===== src/dwu_pkg.sv =====
package dwu_pkg;

  // ----------------------------------------------------------------------
  // register indices (byte address is four times the index)
  // ----------------------------------------------------------------------
  localparam logic [15:0] IDX_PERIOD   = 16'h008E;
  localparam logic [15:0] IDX_WDCTL    = 16'h00D8;
  localparam logic [15:0] IDX_IRQEN    = 16'h00E8;
  localparam logic [15:0] IDX_SLOWCFG  = 16'hA0D8;
  localparam logic [15:0] IDX_SLOWLO   = 16'hA0D9;
  localparam logic [15:0] IDX_SLOWHI   = 16'hA0DA;
  localparam int          ADDR_W       = 18;
  localparam int          IDX_LSB      = 2;

  // ----------------------------------------------------------------------
  // reset values
  // ----------------------------------------------------------------------
  localparam logic [7:0]  RST_PERIOD   = 8'hC4;
  localparam logic [7:0]  RST_WDCTL    = 8'h02;
  localparam logic [7:0]  RST_IRQEN    = 8'h00;
  localparam logic [7:0]  RST_SLOWCFG  = 8'hA7;
  localparam logic [7:0]  RST_SLOWHI   = 8'h0F;

  // ----------------------------------------------------------------------
  // field positions
  // ----------------------------------------------------------------------
  localparam int PER_SEL1       = 7;
  localparam int PER_SEL0       = 6;
  localparam int PER_TCTL_HI    = 5;
  localparam int PER_TCTL_LO    = 3;
  localparam int PER_SEL2       = 2;
  localparam int CTL_TMO_FLAG   = 3;
  localparam int CTL_RST_FLAG   = 2;
  localparam int CTL_RST_EN     = 1;
  localparam int CTL_RESTART    = 0;
  localparam int IRQEN_WD       = 4;

  // ----------------------------------------------------------------------
  // widths
  // ----------------------------------------------------------------------
  localparam int MAIN_W   = 30;
  localparam int SLOW_W   = 16;
  localparam int PRE_W    = 15;

  // ----------------------------------------------------------------------
  // slow watchdog configuration layout
  // ----------------------------------------------------------------------
  typedef struct packed {
    logic       count_clear;
    logic       reset_en;
    logic       reset_flag;
    logic       irq_en;
    logic [2:0] clock_scale;
    logic       irq_flag;
  } dwu_slow_cfg_s;

  // main period exponent per timeout select code
  function automatic logic [4:0] dwu_main_exp(input logic [2:0] sel);
    logic [4:0] e;
    e = 5'h1E;
    unique case (sel)
      3'h0: e = 5'h11;
      3'h1: e = 5'h14;
      3'h2: e = 5'h17;
      3'h3: e = 5'h1A;
      3'h4: e = 5'h1B;
      3'h5: e = 5'h1C;
      3'h6: e = 5'h1D;
      3'h7: e = 5'h1E;
    endcase
    return e;
  endfunction : dwu_main_exp

  // slow prescaler exponent per clock scale code
  function automatic logic [3:0] dwu_slow_exp(input logic [2:0] cs);
    logic [3:0] e;
    e = 4'h8;
    unique case (cs)
      3'h4:    e = 4'hC;
      3'h5:    e = 4'hD;
      3'h6:    e = 4'hE;
      3'h7:    e = 4'hF;
      default: e = 4'h8;
    endcase
    return e;
  endfunction : dwu_slow_exp

endpackage : dwu_pkg


===== src/dwu_counter.sv =====
`timescale 1ns/100ps
module dwu_counter
  import dwu_pkg::*;
#(
  parameter int W = 16
)(
  input  wire logic         clk,
  input  wire logic         reset_n,
  input  wire logic         clr,
  input  wire logic         inc,
  output logic [W-1:0]      count_ff
);

  // ----------------------------------------------------------------------
  // up counter, clear wins
  // ----------------------------------------------------------------------
  always_ff @(posedge clk or negedge reset_n)
  begin
    if (!reset_n)
      count_ff <= '0;
    else if (clr)
      count_ff <= '0;
    else if (inc)
      count_ff <= count_ff + W'(1);
  end

endmodule : dwu_counter


===== src/dwu_edge_sync.sv =====
`timescale 1ns/100ps
module dwu_edge_sync
  import dwu_pkg::*;
(
  input  wire logic clk,
  input  wire logic reset_n,
  input  wire logic pin,
  output logic      rise
);

  logic meta_ff;
  logic sync_ff;
  logic last_ff;

  // ----------------------------------------------------------------------
  // two-stage synchroniser and rising edge detect
  // ----------------------------------------------------------------------
  always_ff @(posedge clk or negedge reset_n)
  begin
    if (!reset_n)
    begin
      meta_ff <= 1'b0;
      sync_ff <= 1'b0;
      last_ff <= 1'b0;
    end
    else
    begin
      meta_ff <= pin;
      sync_ff <= meta_ff;
      last_ff <= sync_ff;
    end
  end

  assign rise = sync_ff & ~last_ff;

endmodule : dwu_edge_sync


===== src/dwu_top.sv =====
`timescale 1ns/100ps
//Contract
// - 30-bit main watchdog, interrupt or reset
// - main count holds while cpu clock gated
// - timeout flag set always, software clears
// - main interrupt gated by separate enable
// - reset flag set on wd reset
// - reset enable gates reset, default on
// - restart write zeroes count, not stored
// - restart only while timed access open
// - select picks period, default maximum
// - 16-bit slow watchdog on slow oscillator
// - count clear bit zeroes, self-clears
// - slow reset only when enabled
// - slow reset flag set, software clears
// - slow interrupt only when enabled
// - slow irq flag set, software clears
// - clock scale divides slow oscillator
// - slow event when count reaches timeout
// - timeout bytes read back current count
module dwu_top
  import dwu_pkg::*;
#(
  parameter logic [7:0] RST_SLOWLO = 8'hFF
)(
  input  wire logic              clk,
  input  wire logic              reset_n,
  input  wire logic              cpu_clk_run,
  input  wire logic              timed_access_lock,
  input  wire logic              slow_oscillator,
  input  wire logic [ADDR_W-1:0] avs_address,
  input  wire logic              avs_read,
  input  wire logic              avs_write,
  input  wire logic [31:0]       avs_writedata,
  input  wire logic [3:0]        avs_byteenable,
  output logic [31:0]            avs_readdata,
  output logic                   avs_waitrequest,
  output logic                   wd_irq,
  output logic                   slow_irq,
  output logic                   sys_reset_req,
  output logic [2:0]             timer_clock_ctl
);

  // ----------------------------------------------------------------------
  // declarations
  // ----------------------------------------------------------------------
  logic [7:0]          period_ff;
  logic                wd_timeout_flag_ff;
  logic                wd_reset_flag_ff;
  logic                wd_reset_enable_ff;
  logic                wd_irq_enable_ff;
  dwu_slow_cfg_s       slow_cfg_ff;
  logic [SLOW_W-1:0]   slow_timeout_ff;
  logic [PRE_W-1:0]    pre_ff;
  logic                ack_ff;
  logic [31:0]         avs_readdata_ff;
  logic                sys_reset_req_ff;
  logic                wd_irq_ff;
  logic                slow_irq_ff;
  logic [MAIN_W-1:0]   main_count;
  logic [SLOW_W-1:0]   slow_count;
  logic [MAIN_W-1:0]   main_limit;
  logic [PRE_W-1:0]    pre_mask;
  logic [15:0]         idx;
  logic                wr_go;
  logic                wr_lane;
  logic [7:0]          wbyte;
  logic [7:0]          nxt_rdata;
  logic [2:0]          wd_timeout_select;
  logic                main_tmo;
  logic                main_restart;
  logic                slow_tick;
  logic                slow_step;
  logic                slow_tmo;
  logic                slow_rst_ev;
  logic                slow_irq_ev;
  logic                main_rst_ev;

  // ----------------------------------------------------------------------
  // bus decode
  // ----------------------------------------------------------------------
  assign idx             = avs_address[ADDR_W-1:IDX_LSB];
  assign avs_waitrequest = (avs_read | avs_write) & ~ack_ff;
  assign wr_go           = avs_write & ack_ff;
  assign wr_lane         = wr_go & avs_byteenable[0];
  assign wbyte           = avs_writedata[7:0];
  assign avs_readdata    = avs_readdata_ff;

  // one wait cycle, then the answer stands for one cycle
  always_ff @(posedge clk or negedge reset_n)
  begin
    if (!reset_n)
      ack_ff <= 1'b0;
    else
      ack_ff <= (avs_read | avs_write) & ~ack_ff;
  end

  always_comb
  begin
    nxt_rdata = 8'h00;
    unique case (idx)
      IDX_PERIOD:  nxt_rdata = period_ff;
      IDX_WDCTL:   nxt_rdata = {4'h0, wd_timeout_flag_ff, wd_reset_flag_ff,
                                wd_reset_enable_ff, 1'b0};
      IDX_IRQEN:   nxt_rdata = 8'(wd_irq_enable_ff) << IRQEN_WD;
      IDX_SLOWCFG: nxt_rdata = {1'b0, slow_cfg_ff[6:0]};
      IDX_SLOWLO:  nxt_rdata = slow_count[7:0];
      IDX_SLOWHI:  nxt_rdata = slow_count[15:8];
      default:     nxt_rdata = 8'h00;
    endcase
  end

  always_ff @(posedge clk or negedge reset_n)
  begin
    if (!reset_n)
      avs_readdata_ff <= 32'h0000_0000;
    else if (avs_read & ~ack_ff)
      avs_readdata_ff <= {24'h00_0000, nxt_rdata};
  end

  // ----------------------------------------------------------------------
  // main watchdog configuration
  // ----------------------------------------------------------------------
  always_ff @(posedge clk or negedge reset_n)
  begin
    if (!reset_n)
      period_ff <= RST_PERIOD;
    else if (wr_lane && idx == IDX_PERIOD)
      period_ff <= {wbyte[7:2], 2'b00};
  end

  assign wd_timeout_select = {period_ff[PER_SEL2], period_ff[PER_SEL1],
                              period_ff[PER_SEL0]};
  assign timer_clock_ctl   = period_ff[PER_TCTL_HI:PER_TCTL_LO];

  always_ff @(posedge clk or negedge reset_n)
  begin
    if (!reset_n)
      wd_reset_enable_ff <= RST_WDCTL[CTL_RST_EN];
    else if (wr_lane && idx == IDX_WDCTL)
      wd_reset_enable_ff <= wbyte[CTL_RST_EN];
  end

  always_ff @(posedge clk or negedge reset_n)
  begin
    if (!reset_n)
      wd_irq_enable_ff <= RST_IRQEN[IRQEN_WD];
    else if (wr_lane && idx == IDX_IRQEN)
      wd_irq_enable_ff <= wbyte[IRQEN_WD];
  end

  // ----------------------------------------------------------------------
  // main watchdog counter
  // ----------------------------------------------------------------------
  assign main_limit   = MAIN_W'((31'h1 << dwu_main_exp(wd_timeout_select)) - 31'h1);
  assign main_tmo     = cpu_clk_run & (main_count == main_limit);
  assign main_restart = wr_lane & (idx == IDX_WDCTL) & wbyte[CTL_RESTART]
                        & timed_access_lock;
  assign main_rst_ev  = main_tmo & wd_reset_enable_ff;

  dwu_counter #(
    .W        (MAIN_W)
  ) u_main_cnt (
    .clk      (clk),
    .reset_n  (reset_n),
    .clr      (main_tmo | main_restart | slow_rst_ev),
    .inc      (cpu_clk_run),
    .count_ff (main_count)
  );

  // timeout flag: hardware set wins over software write
  always_ff @(posedge clk or negedge reset_n)
  begin
    if (!reset_n)
      wd_timeout_flag_ff <= RST_WDCTL[CTL_TMO_FLAG];
    else if (main_tmo)
      wd_timeout_flag_ff <= 1'b1;
    else if (wr_lane && idx == IDX_WDCTL)
      wd_timeout_flag_ff <= wbyte[CTL_TMO_FLAG];
  end

  always_ff @(posedge clk or negedge reset_n)
  begin
    if (!reset_n)
      wd_reset_flag_ff <= RST_WDCTL[CTL_RST_FLAG];
    else if (main_rst_ev)
      wd_reset_flag_ff <= 1'b1;
    else if (wr_lane && idx == IDX_WDCTL)
      wd_reset_flag_ff <= wbyte[CTL_RST_FLAG];
  end

  // ----------------------------------------------------------------------
  // slow watchdog prescaler
  // ----------------------------------------------------------------------
  dwu_edge_sync u_slow_sync (
    .clk      (clk),
    .reset_n  (reset_n),
    .pin      (slow_oscillator),
    .rise     (slow_tick)
  );

  assign pre_mask  = PRE_W'((16'h1 << dwu_slow_exp(slow_cfg_ff.clock_scale)) - 16'h1);
  assign slow_step = slow_tick & ((pre_ff & pre_mask) == pre_mask);

  always_ff @(posedge clk or negedge reset_n)
  begin
    if (!reset_n)
      pre_ff <= '0;
    else if (slow_cfg_ff.count_clear)
      pre_ff <= '0;
    else if (slow_tick)
      pre_ff <= pre_ff + PRE_W'(1);
  end

  // ----------------------------------------------------------------------
  // slow watchdog counter
  // ----------------------------------------------------------------------
  assign slow_tmo    = slow_step & (slow_count == slow_timeout_ff);
  assign slow_rst_ev = slow_tmo & slow_cfg_ff.reset_en;
  assign slow_irq_ev = slow_tmo & slow_cfg_ff.irq_en;

  dwu_counter #(
    .W        (SLOW_W)
  ) u_slow_cnt (
    .clk      (clk),
    .reset_n  (reset_n),
    .clr      (slow_cfg_ff.count_clear | slow_tmo),
    .inc      (slow_step),
    .count_ff (slow_count)
  );

  always_ff @(posedge clk or negedge reset_n)
  begin
    if (!reset_n)
      slow_timeout_ff <= {RST_SLOWHI, RST_SLOWLO};
    else if (wr_lane && idx == IDX_SLOWLO)
      slow_timeout_ff[7:0] <= wbyte;
    else if (wr_lane && idx == IDX_SLOWHI)
      slow_timeout_ff[15:8] <= wbyte;
  end

  // ----------------------------------------------------------------------
  // slow watchdog configuration and flags
  // ----------------------------------------------------------------------
  always_ff @(posedge clk or negedge reset_n)
  begin
    if (!reset_n)
      slow_cfg_ff.count_clear <= RST_SLOWCFG[7];
    else if (wr_lane && idx == IDX_SLOWCFG)
      slow_cfg_ff.count_clear <= wbyte[7];
    else
      slow_cfg_ff.count_clear <= 1'b0;
  end

  always_ff @(posedge clk or negedge reset_n)
  begin
    if (!reset_n)
    begin
      slow_cfg_ff.reset_en    <= RST_SLOWCFG[6];
      slow_cfg_ff.irq_en      <= RST_SLOWCFG[4];
      slow_cfg_ff.clock_scale <= RST_SLOWCFG[3:1];
    end
    else if (wr_lane && idx == IDX_SLOWCFG)
    begin
      slow_cfg_ff.reset_en    <= wbyte[6];
      slow_cfg_ff.irq_en      <= wbyte[4];
      slow_cfg_ff.clock_scale <= wbyte[3:1];
    end
  end

  always_ff @(posedge clk or negedge reset_n)
  begin
    if (!reset_n)
      slow_cfg_ff.reset_flag <= RST_SLOWCFG[5];
    else if (slow_rst_ev)
      slow_cfg_ff.reset_flag <= 1'b1;
    else if (wr_lane && idx == IDX_SLOWCFG)
      slow_cfg_ff.reset_flag <= wbyte[5];
  end

  always_ff @(posedge clk or negedge reset_n)
  begin
    if (!reset_n)
      slow_cfg_ff.irq_flag <= RST_SLOWCFG[0];
    else if (slow_irq_ev)
      slow_cfg_ff.irq_flag <= 1'b1;
    else if (wr_lane && idx == IDX_SLOWCFG)
      slow_cfg_ff.irq_flag <= wbyte[0];
  end

  // ----------------------------------------------------------------------
  // outputs
  // ----------------------------------------------------------------------
  always_ff @(posedge clk or negedge reset_n)
  begin
    if (!reset_n)
    begin
      sys_reset_req_ff <= 1'b0;
      wd_irq_ff        <= 1'b0;
      slow_irq_ff      <= 1'b0;
    end
    else
    begin
      sys_reset_req_ff <= main_rst_ev | slow_rst_ev;
      wd_irq_ff        <= wd_timeout_flag_ff & wd_irq_enable_ff;
      slow_irq_ff      <= slow_cfg_ff.irq_flag & slow_cfg_ff.irq_en;
    end
  end

  assign sys_reset_req = sys_reset_req_ff;
  assign wd_irq        = wd_irq_ff;
  assign slow_irq      = slow_irq_ff;

endmodule : dwu_top


===== config.mk =====
export PLATFORM = sky130hd
export DESIGN_NAME = dwu_top
export DESIGN_NICKNAME = d
export VERILOG_FILES = /design/src/dwu_pkg.sv /design/src/dwu_counter.sv /design/src/dwu_edge_sync.sv /design/src/dwu_top.sv
export SDC_FILE = /design/constraint.sdc
export NUM_CORES = 1
export LEC_CHECK = 0
export BUFFER_PORTS_ARGS = -buffer_cell sky130_fd_sc_hd__buf_2
export CORE_ASPECT_RATIO = 1.75
export CORE_UTILIZATION = 55
export DETAILED_ROUTE_END_ITERATION = 8
export PLACE_DENSITY = 0.88
export SLEW_MARGIN = 20
export SYNTH_ARGS = -nofsm -noshare
export SYNTH_HDL_FRONTEND = slang
export SYNTH_SLANG_ARGS = --single-unit
export TNS_END_PERCENT = 5

===== constraint.sdc =====
create_clock -name clk -period 4.9 [get_ports clk]
set_input_delay 0 -clock clk [delete_from_list [all_inputs] [get_ports clk]]
set_output_delay 0 -clock clk [all_outputs]
set_load 0.05 [all_outputs]

# Word level (Yosys, flattened, before mapping)
# Memory sizes are Yosys's and may differ from the RTL's.
# Index checks and enable logic that the tools add are counted.
[totals]
register_bits = 110
mem_bits_ro = 32
inputBits = 61
output_inout_bits = 39
memories = 1
[mem_list]
columns = ["memory", "depth", "word_bits", "read_ports", "rd_ports_with_merged_regs", "wr", "line", "text"]
rows = [
  ["(name not given)", 8, 4, 1, 0, 0, "dwu_pkg.sv:61", "unique case (sel)"],
]
[op_classes]
add_sub_neg = 5
n_eq_ne = 13
n_shift = 2
muxes = 17
bitwise_logic = 25
reduce_logical = 14
[ops]
columns = ["operator", "n"]
rows = [
  ["2-to-1 mux 30 bit", 2],
  ["equality test 16 bit (second input constant)", 3],
  ["equality test 16 x 8 -> 1 bit (second input constant)", 3],
  ["one-hot mux 8 bit (6 select lines)", 1],
  ["2-to-1 mux 16 bit", 2],
  ["adder 30 x 1 -> 30 bit (second input constant)", 1],
  ["equality test 30 bit", 1],
  ["2-to-1 mux 15 bit", 2],
  ["<< shifter 1 x 5 -> 30 bit (first input constant)", 1],
  ["subtractor 30 x 1 -> 30 bit (second input constant)", 1],
  ["adder 16 x 1 -> 16 bit (second input constant)", 1],
  ["AND 1 bit", 16],
  ["equality test 16 bit", 1],
  ["adder 15 x 1 -> 15 bit (second input constant)", 1],
  ["AND 15 bit", 1],
  ["equality test 15 bit", 1],
  ["<< shifter 1 x 4 -> 15 bit (first input constant)", 1],
  ["subtractor 15 x 1 -> 15 bit (second input constant)", 1],
  ["nonzero test 2 bit", 7],
  ["equality test 3 bit (second input constant)", 4],
  ["one-hot mux 3 bit (4 select lines)", 1],
  ["2-to-1 mux 1 bit", 9],
  ["logical AND 1 bit", 6],
  ["bitwise OR 1 bit", 5],
  ["2 further kinds", 4],
]

# Logic depth before layout (Yosys ltp)
# Gate-level depths: netlist (run 1).
[depth]
ltp_word = 11
ltp_mapped = 15

# By module
# Synthesis (run 1) repeated with hierarchy kept, for this count alone.
[hier_totals]
hier_cells = 666
area_unflattened_um2 = 6635.1
[modules_own_cells]
columns = ["mod", "instances", "cells_each", "area_per_inst_um2", "seq_area_each_um2"]
rows = [
  ["dwu_top", 1, 410, 4033.9, 1552.7],
  ["dwu_counter at u_main_cnt", 1, 170, 1640.3, 750.7],
  ["dwu_counter at u_slow_cnt", 1, 82, 872.1, 400.4],
  ["dwu_edge_sync", 1, 4, 88.8, 75.1],
]

# Worst setup path after synthesis (run 1)
# No wires, ideal clock.
[synth_timing]
path_kind = "register to register"
start = "register period_ff[6]"
end = "register u_main_cnt.count_ff[22]"
t_arrival_ns = 3.337
required_time_ns = 4.773
setup_slack_ns = 1.435
stages_incl_launch_ff = 16
n_path_buf = 3
path_cell_list = "dfstp_2 > buf_2 > inv_1 > ha_1 > nor2_1 > nand3_1 > ha_1 > buf_2 > nor2b_1 > a221oi_1 > o211ai_1 > xnor2_1 > nand3_1 > nor4b_4 > buf_6 > nor3b_2"
[synth_via]
elab_chain_len = 8
elab_cells_between_ends = 9
classes_between = "add/sub: 1; eq/ne: 1; shift: 1; mux: 1; bitwise: 3; reduce/logical: 1; memory: 1"
[synth_lines]
columns = ["element", "line", "text"]
rows = [
  ["start: declaration", "dwu_top.sv:47", "logic [7:0] period_ff;"],
  ["start signal: assignment", "dwu_top.sv:129", "period_ff <= {wbyte[7:2], 2'b00};"],
  ["memory (8 x 4 bit) (*)", "--", ""],
  ["<< shifter 1 x 5 -> 30 bit (*)", "dwu_top.sv:155", "assign main_limit = MAIN_W'((31'h1 << dwu_main_exp(wd_timeout_select)) - 31'h1);"],
  ["subtractor 30 x 1 -> 30 bit (*)", "dwu_top.sv:155", ""],
  ["equality test 30 bit (*)", "dwu_top.sv:156", "assign main_tmo = cpu_clk_run & (main_count == main_limit);"],
  ["AND 1 bit (*)", "dwu_top.sv:156", ""],
  ["bitwise OR 1 bit (*) (2 in series)", "dwu_top.sv:166", ".clr (main_tmo | main_restart | slow_rst_ev),"],
  ["2-to-1 mux 30 bit / nonzero test 2 bit (equally long branches)", "--", ""],
  ["end signal: assignment", "dwu_counter.sv:24", "count_ff <= count_ff + W'(1);"],
  ["end: declaration", "dwu_counter.sv:11", "output logic [W-1:0] count_ff"],
]
# Every way passes the cells marked *; elsewhere a longest branch is shown, timed or not.
# A chain may end at the register's enable or synchronous reset.

# Final worst setup path (run 1)
[layout_timing]
start = "register period_ff[6]"
end = "register u_main_cnt.count_ff[27]"
# The elaborated chain is that of the path after synthesis.

==> results of run 1 <==
cells in the mapped netlist, types with 11 or more instances:
cell type | count | area (sq um)
nand4_1 | 20 | 125
nor2b_1 | 11 | 68.8
mux2_2 | 34 | 383
nor3_2 | 11 | 110
nor2_1 | 62 | 233
o21ai_0 | 15 | 75.1
xnor2_1 | 49 | 429
nand3_1 | 28 | 140
nand2_1 | 54 | 203
buf_4 | 30 | 225
dfrtp_1 | 89 | 2230
dfstp_2 | 21 | 552
nor3_1 | 18 | 90.1
xor2_1 | 35 | 307
metal layers:
metal  global-route usage, %  vias up
met1                    26.0     2355
met5                       0        -
met2                    46.2      138
met4                    20.1        0
li1                        -     2181
met3                    3.90       56
critical path, stage by stage (launching register included):
cell and delay [ns]:
dfstp_2 0.67, inv_1 0.13, ha_1 0.51, nor2_1 0.37, nand3_1 0.13, ha_1 0.37, nor2b_1 0.22, a221oi_1 0.30
o211ai_1 0.16, xnor2_1 0.17, nand3_1 0.17, nor4b_4 0.34, buf_4 0.27, nor3_1 0.08
stage by stage:
stage	total power, W	util, %	worst slack [ns]	std cells	hold slack, ns
global placement	0.00122	57.8	0.967	769	-0.0421
CTS	0.00197	61.5	0.833	796	0.000569
floorplan	0.00118	-	1.44	640	-0.296
finish	0.00196	61.5	0.872	796	0.000720
global route	0.00204	61.5	0.545	796	0.00435
detailed placement	0.00124	57.8	0.855	769	-0.0384
flip-flops by register name, summed over array words and instances (netlist names), 6 cells and up:
name                 count
slow_timeout_ff         16
u_main_cnt.count_ff     30
slow_cfg_ff              8
pre_ff                  15
u_slow_cnt.count_ff     16
avs_readdata             8
period_ff                6
final cells by class:
type                            instances  share of cell area, %
Multi-Input combinational cell        470                   46.7
Tap cell                              132                   2.42
Clock buffer                           11                   3.55
Inverter                                8                  0.440
Timing Repair Buffer                   60                   5.35
Sequential cell                       110                   40.7
Clock inverter                          5                  0.861
kinds of logic after synthesis:
group / count (synthesis) / share of synthesized area, %
other: 1 / 0.0599
muxes: 43 / 7.64
DFF: 110 / 44.4
AOI/OAI and AO/OA: 52 / 5.96
and+or+nand+nor: 261 / 22.9
adders and majority gates: 6 / 1.20
buffers and inverters: 60 / 6.08
xor gates and xnor gates: 84 / 11.8
power groups by stage:
stage / sequential (W) / clock, W / combinational (W)
2_1_floorplan: 0.00102 / 0 / 0.000167
3_3_place_gp: 0.00102 / 0 / 0.000199
3_5_place_dp: 0.00103 / 0 / 0.000212
4_1_cts: 0.00101 / 0.000740 / 0.000221
5_1_grt: 0.00102 / 0.000778 / 0.000245
6_report: 0.00101 / 0.000728 / 0.000219
cell usage in the layout, fill, tap and decap left out, drive strengths merged, types with 5 or more instances in the layout:
cell / instances
inv: 8
a21oi: 10
and3: 5
nand4: 20
nor3: 29
xnor2: 49
a222oi: 5
nand2b: 7
conb: 24
clkbuf: 11
mux2: 35
nor3b: 10
dfrtp: 89
and4: 6
buf: 49
dfstp: 21
nand2: 54
nor2b: 11
nor2: 63
and2: 5
o21ai: 15
dlygate4sd3: 11
nand3: 28
xor2: 35
ha: 6
nor4: 9
mux2i: 8
final timing paths:
check                                     endpoint                 from  depth (start not counted)  slack, ns
max in group asynchronous                pre_ff[4]              reset_n                          3       3.47
max reg2reg                u_main_cnt.count_ff[27]         period_ff[6]                         13       0.87
max                        u_main_cnt.count_ff[27]         period_ff[6]                         13       0.87
min reg2reg                    u_slow_sync.sync_ff  u_slow_sync.meta_ff                          0       0.36
min                                   period_ff[2]     avs_writedata[2]                          2     0.0007
min in group asynchronous   u_main_cnt.count_ff[6]              reset_n                          2       0.14
==> impl_metrics.env, run 1 <==
export IMPL_vdd_drop_max_uv=265
export IMPL_required_ns=5.10
export IMPL_cp_start_kind="flip-flop"
export IMPL_nets=726
export IMPL_grt_max_degree=78
export IMPL_path_class="reg2reg"
export IMPL_period_share_pct=82.2
export IMPL_drtAntennaViolNets=0
export IMPL_nFillCells=864
export IMPL_cts_num_sinks=110
export IMPL_finalSetupViolations=0
export IMPL_routed_wl_microns=14000
export IMPL_diodes=0
export IMPL_overflow=0
export IMPL_synth_ff_type="dfrtp_1"
export IMPL_p_clk_share_pct=37.1
export IMPL_clock_latency_ns=0.36
export IMPL_clockRootBuffer="clkbuf_16"
export IMPL_dpl_instance_area_sq_mm=0.00642
export IMPL_power_internal_w=0.00145
export IMPL_start_util_pct=56.4
export IMPL_min_path_type="in2reg"
export IMPL_top_layer_used="met4"
export IMPL_clock_skew_ns=0.00737
export IMPL_fin_crit_ns=4.03
export IMPL_die_x_microns=82.6
export IMPL_vias=4730
export IMPL_p_switching_w=0.000512
export IMPL_drive_above_1_share_pct=21.8
export IMPL_clock_fmax_mhz=248
export IMPL_synth_edf_count=0
export IMPL_grt_total_usage_pct=26.1
export IMPL_first_global_vias=4897
export IMPL_relSlewSlack_pct=37.0
export IMPL_netlist_area_sq_mm=0.00626
export IMPL_power_density_mw_per_mm2=287
export IMPL_ys_types=61
export IMPL_yosys_warnings=0
export IMPL_dr_wl_met3_microns=399
export IMPL_worst_slew_pin_slew_ns=0.944
export IMPL_status="finished, final reports clean"
export IMPL_wl_met1_microns=4990
export IMPL_io_buffers=46
export IMPL_p_leak_nw=3.02
export IMPL_seq_area_sq_mm=0.00278
export IMPL_clk_pin_slew_ns=0.06
export IMPL_via_per_inst=5.94
export IMPL_worstSetupEndpointType="flip-flop"
export IMPL_cts_buffers=9
export IMPL_path_max_fanout=16
export IMPL_die_area_sq_mm=0.0118
export IMPL_antenna_found_initial=0
export IMPL_grt_pass1_wl_microns=22900
export IMPL_cts_resized_gates=0
export IMPL_cts_tree="built"
export IMPL_syn_avg_cell_area_sq_um=10.1
export IMPL_met2_length_microns=7800
export IMPL_first_pass_iters=5
export IMPL_hold_viol_final=0
export IMPL_synth_seq_area_share_pct=44.4
export IMPL_htreeDepth=3
export IMPL_swShare_pct=26.1
export IMPL_rows=51
export IMPL_power_frac_seq_pct=51.7
export IMPL_die_h_microns=143
export IMPL_cts_hold_buf=11
export IMPL_drt_iter0_markers=260
export IMPL_synthArstFlopShare_pct=100
export IMPL_maxCapViolations=0
export IMPL_core_area_sq_mm=0.0111
export IMPL_pin_count=100
export IMPL_globalplace_congestion=0.947
export IMPL_area_growth_pct=9.11
export IMPL_wl_per_cell_microns=17.6
export IMPL_worstPathArrival_ns=4.23
export IMPL_multiInputGateArea_sq_mm=0.00319
export IMPL_drv_slew=0
export IMPL_pwr_share_comb_pct=11.1
export IMPL_syn_inst=617
export IMPL_drc_errors=0
export IMPL_fin_tns_setup_ns=0
export IMPL_synth_seq_cells=110
export IMPL_max_clock_path_buffers=2
export IMPL_post_cts_buffers=0
export IMPL_dp_hpwl_microns=10500
export IMPL_rsz0062_at_grt="no"
export IMPL_design_area_sq_mm=0.00683
No activity file was read; power rests on OpenSTA's default activity.
==> run 2: changes to the inputs <==
--- a/config.mk
+++ b/config.mk
@@ -7,9 +7,9 @@
 export LEC_CHECK = 0
 export BUFFER_PORTS_ARGS = -buffer_cell sky130_fd_sc_hd__buf_2
 export CORE_ASPECT_RATIO = 1.75
-export CORE_UTILIZATION = 55
+export CORE_UTILIZATION = 52
 export DETAILED_ROUTE_END_ITERATION = 8
-export PLACE_DENSITY = 0.88
+export PLACE_DENSITY = 0.87
 export SLEW_MARGIN = 20
 export SYNTH_ARGS = -nofsm -noshare
 export SYNTH_HDL_FRONTEND = slang
==> constraint.sdc (replaced) <==
create_clock -name clk -period 3.6 [get_ports clk]
set_input_delay 0 -clock clk [delete_from_list [all_inputs] [get_ports clk]]
set_output_delay 0 -clock clk [all_outputs]
set_load 0.05 [all_outputs]
==> run 2 against run 1 <==
  * The flow now finishes with violations (design-rule violations)
  * Power rose by 36%
  * Setup slack got worse by 0.68 ns
  * Critical path depth grew 1
  * Clock power grew 35%
  * Flip-flop and latch count is the same
  * Maximum frequency is 18% higher
  * Critical path type unchanged
  * Critical endpoint is now u_main_cnt.count_ff[16]
  * Largest power group unchanged
  * Highest routed layer unchanged
==> impl_metrics.env, run 2 (same netlist as run 1, synthesis figures left out) <==
export IMPL_path_max_fanout=15
export IMPL_p_leak_nw=3.04
export IMPL_clockRootBuffer="clkbuf_16"
export IMPL_first_global_vias=4976
export IMPL_clock_skew_ns=0.0102
export IMPL_start_util_pct=53.7
export IMPL_mostFrequentLayoutCell="dfrtp_1"
export IMPL_top_regs="u_main_cnt.count_ff (30), slow_timeout_ff (16), u_slow_cnt.count_ff (16)"
export IMPL_drive_above_1_share_pct=22.4
export IMPL_grt_total_usage_pct=24.1
export IMPL_power_internal_w=0.00195
export IMPL_finalSetupViolations=0
export IMPL_grt_max_degree=48
export IMPL_maxCapViolations=0
export IMPL_period_share_pct=94.6
export IMPL_clk_pin_slew_ns=0.07
export IMPL_critPathBufInv=3
export IMPL_first_pass_iters=9
export IMPL_overflow=0
export IMPL_io_buffers=46
export IMPL_rows=52
export IMPL_wl_per_cell_microns=17.5
export IMPL_power_frac_seq_pct=51.7
export IMPL_worst_r2r_endpoint="u_main_cnt.count_ff[16]"
export IMPL_crit_family="simple AND/OR/NAND/NOR gates"
export IMPL_p_clk_share_pct=36.9
export IMPL_area_growth_pct=9.83
export IMPL_drt_iter0_markers=285
export IMPL_rr_worst_depth=14
export IMPL_vdd_drop_max_uv=316
export IMPL_multiInputGateArea_sq_mm=0.00319
export IMPL_cp_start_kind="flip-flop"
export IMPL_regMostFlops="u_main_cnt.count_ff"
export IMPL_worst_slew_pin_slew_ns=0.903
export IMPL_swShare_pct=26.7
export IMPL_dp_hpwl_microns=10700
export IMPL_worstSetupEndpointType="flip-flop"
export IMPL_cp_slowest_stage_delay_ns=0.59
export IMPL_routed_wl_microns=14100
export IMPL_cts_num_sinks=110
export IMPL_clock_fmax_mhz=294
export IMPL_pwr_share_comb_pct=11.4
export IMPL_cp_depth=14
export IMPL_required_ns=3.83
export IMPL_largest_reg_flops=30
export IMPL_startpoint="period_ff[6]"
export IMPL_p_switching_w=0.000712
export IMPL_drtAntennaViolNets=0
export IMPL_setup_ws_ns=0.196
export IMPL_relSlewSlack_pct=39.6
export IMPL_vias=4722
export IMPL_nFillCells=911
export IMPL_drv_slew=0
export IMPL_die_area_sq_mm=0.0125
export IMPL_pin_count=100
export IMPL_rsz0062_at_grt="no"
export IMPL_rrSetupSlack_ns=0.20
export IMPL_nets=733
export IMPL_via_per_inst=5.86
export IMPL_status="complete, but fails checks"
export IMPL_core_area_sq_mm=0.0116
export IMPL_r2r_start="period_ff[6]"
export IMPL_worst_path_max_delay_cell="dfstp_2"
export IMPL_violations="design-rule violations"
export IMPL_globalplace_congestion=0.940
export IMPL_grt_pass1_wl_microns=23700
export IMPL_htreeDepth=3
export IMPL_hold_viol_final=0
export IMPL_path_class="reg2reg"
export IMPL_antenna_found_initial=0
export IMPL_cts_tree="built"
export IMPL_crit_path_cell_trace="inv_1 -> ha_1 -> nor2_1 -> nand3_1 -> ha_1 -> buf_4 -> nand2_1 -> a2bb2oi_2 -> nor2_1 -> nor4_2 -> nand4_1 -> nor4b_4 -> buf_4 -> nor3_1"
export IMPL_clock_latency_ns=0.36
export IMPL_fin_crit_ns=3.40
export IMPL_die_x_microns=84.9
export IMPL_worstPathArrival_ns=3.63
export IMPL_die_h_microns=147
export IMPL_min_path_type="in2reg"
export IMPL_power_density_mw_per_mm2=388
export IMPL_final_cell_mix="89 x dfrtp_1, 62 x nor2_1, 54 x nand2_1"
export IMPL_seq_area_sq_mm=0.00278
export IMPL_fin_tns_setup_ns=0
export IMPL_post_place_ws_ns=0.261
export IMPL_drc_errors=4
export IMPL_timing_critical_path_to="u_main_cnt.count_ff[16]"
export IMPL_diodes=0
export IMPL_max_clock_path_buffers=2
export IMPL_cts_buffers=9
## run 2: cell types whose count changed in the layout (fill, tap and decap cells not counted)
cell	previous run	this run
buf_4	4	11
clkbuf_1	1	2
clkbuf_8	1	0
clkinv_2	1	0
clkinv_4	1	0
clkinvlp_4	2	4
nand2_1	53	54
nand2_2	1	0
## run 2: routing by layer
layer | vias to the layer above | wire (microns) | global-route usage (%)
met2 | 145 | 7870 | 44.9
met4 | 0 | 764 | 15.1
met1 | 2332 | 5010 | 24.3
met3 | 57 | 457 | 4.27
met5 | - | 0 | 0
li1 | 2188 | - | -
## run 2: layout make-up
type                            count  area share [%]
Multi-Input combinational cell    470            46.4
Sequential cell                   110            40.4
Timing Repair Buffer               67            6.08
Clock buffer                       11            3.38
Tap cell                          135            2.46
Clock inverter                      5           0.874
Inverter                            8           0.437
## run 2: metrics by stage
| step | area, sq um | power (W) | util [%] | std cells | hold slack [ns] |
|---|---|---|---|---|---|
| floorplan | 6350 | 0.00161 | - | 640 | -0.296 |
| global placement | 6470 | 0.00166 | 55.6 | 779 | 0.0335 |
| detailed placement | 6470 | 0.00169 | 55.6 | 779 | 0.0432 |
| CTS | 6880 | 0.00268 | 59.0 | 806 | 0.00419 |
| global route | 6880 | 0.00278 | 59.0 | 806 | 0.00235 |
| finish | 6880 | 0.00267 | 59.0 | 806 | 0.0130 |
## run 2: worst min-delay path by stage
| stage | startpoint | depth (start not counted) | slack, ns | to |
|---|---|---|---|---|
| floorplan | reset_n | 0 | -0.30 | ack_ff |
| global placement | reset_n | 1 | 0.03 | u_main_cnt.count_ff[8] |
| detailed placement | reset_n | 1 | 0.04 | u_main_cnt.count_ff[6] |
| CTS | avs_writedata[3] | 2 | 0.004 | wd_timeout_flag_ff |
| global route | avs_writedata[3] | 2 | 0.002 | wd_timeout_flag_ff |
| finish | avs_writedata[3] | 2 | 0.01 | wd_timeout_flag_ff |
## run 2: worst reg2reg max path, delay by kind of cell, from the launching register on
| family | cells | cell delay, ns |
|---|---|---|
| adder cells (fa/ha/maj) | 2 | 0.61 |
| flip-flops | 1 | 0.59 |
| AO/OA/AOI/OAI | 1 | 0.17 |
| buffers and inverters | 3 | 0.57 |
| AND/OR/NAND/NOR | 8 | 1.33 |
## run 2: timing repair
action / 4_1_cts / 5_1_grt
resized for setup: 0 / 0
hold endpoints to repair: 69 / 0
hold buffers: 11 / 0
buffers inserted: 0 / 0
## run 2: power by group through the flow
stage | Combinational, W | Clock (W) | Sequential [W]
2_1_floorplan | 0.000227 | 0 | 0.00138
3_3_place_gp | 0.000271 | 0 | 0.00139
3_5_place_dp | 0.000291 | 0 | 0.00140
4_1_cts | 0.000305 | 0.00100 | 0.00138
5_1_grt | 0.000339 | 0.00105 | 0.00139
6_report | 0.000303 | 0.000985 | 0.00138
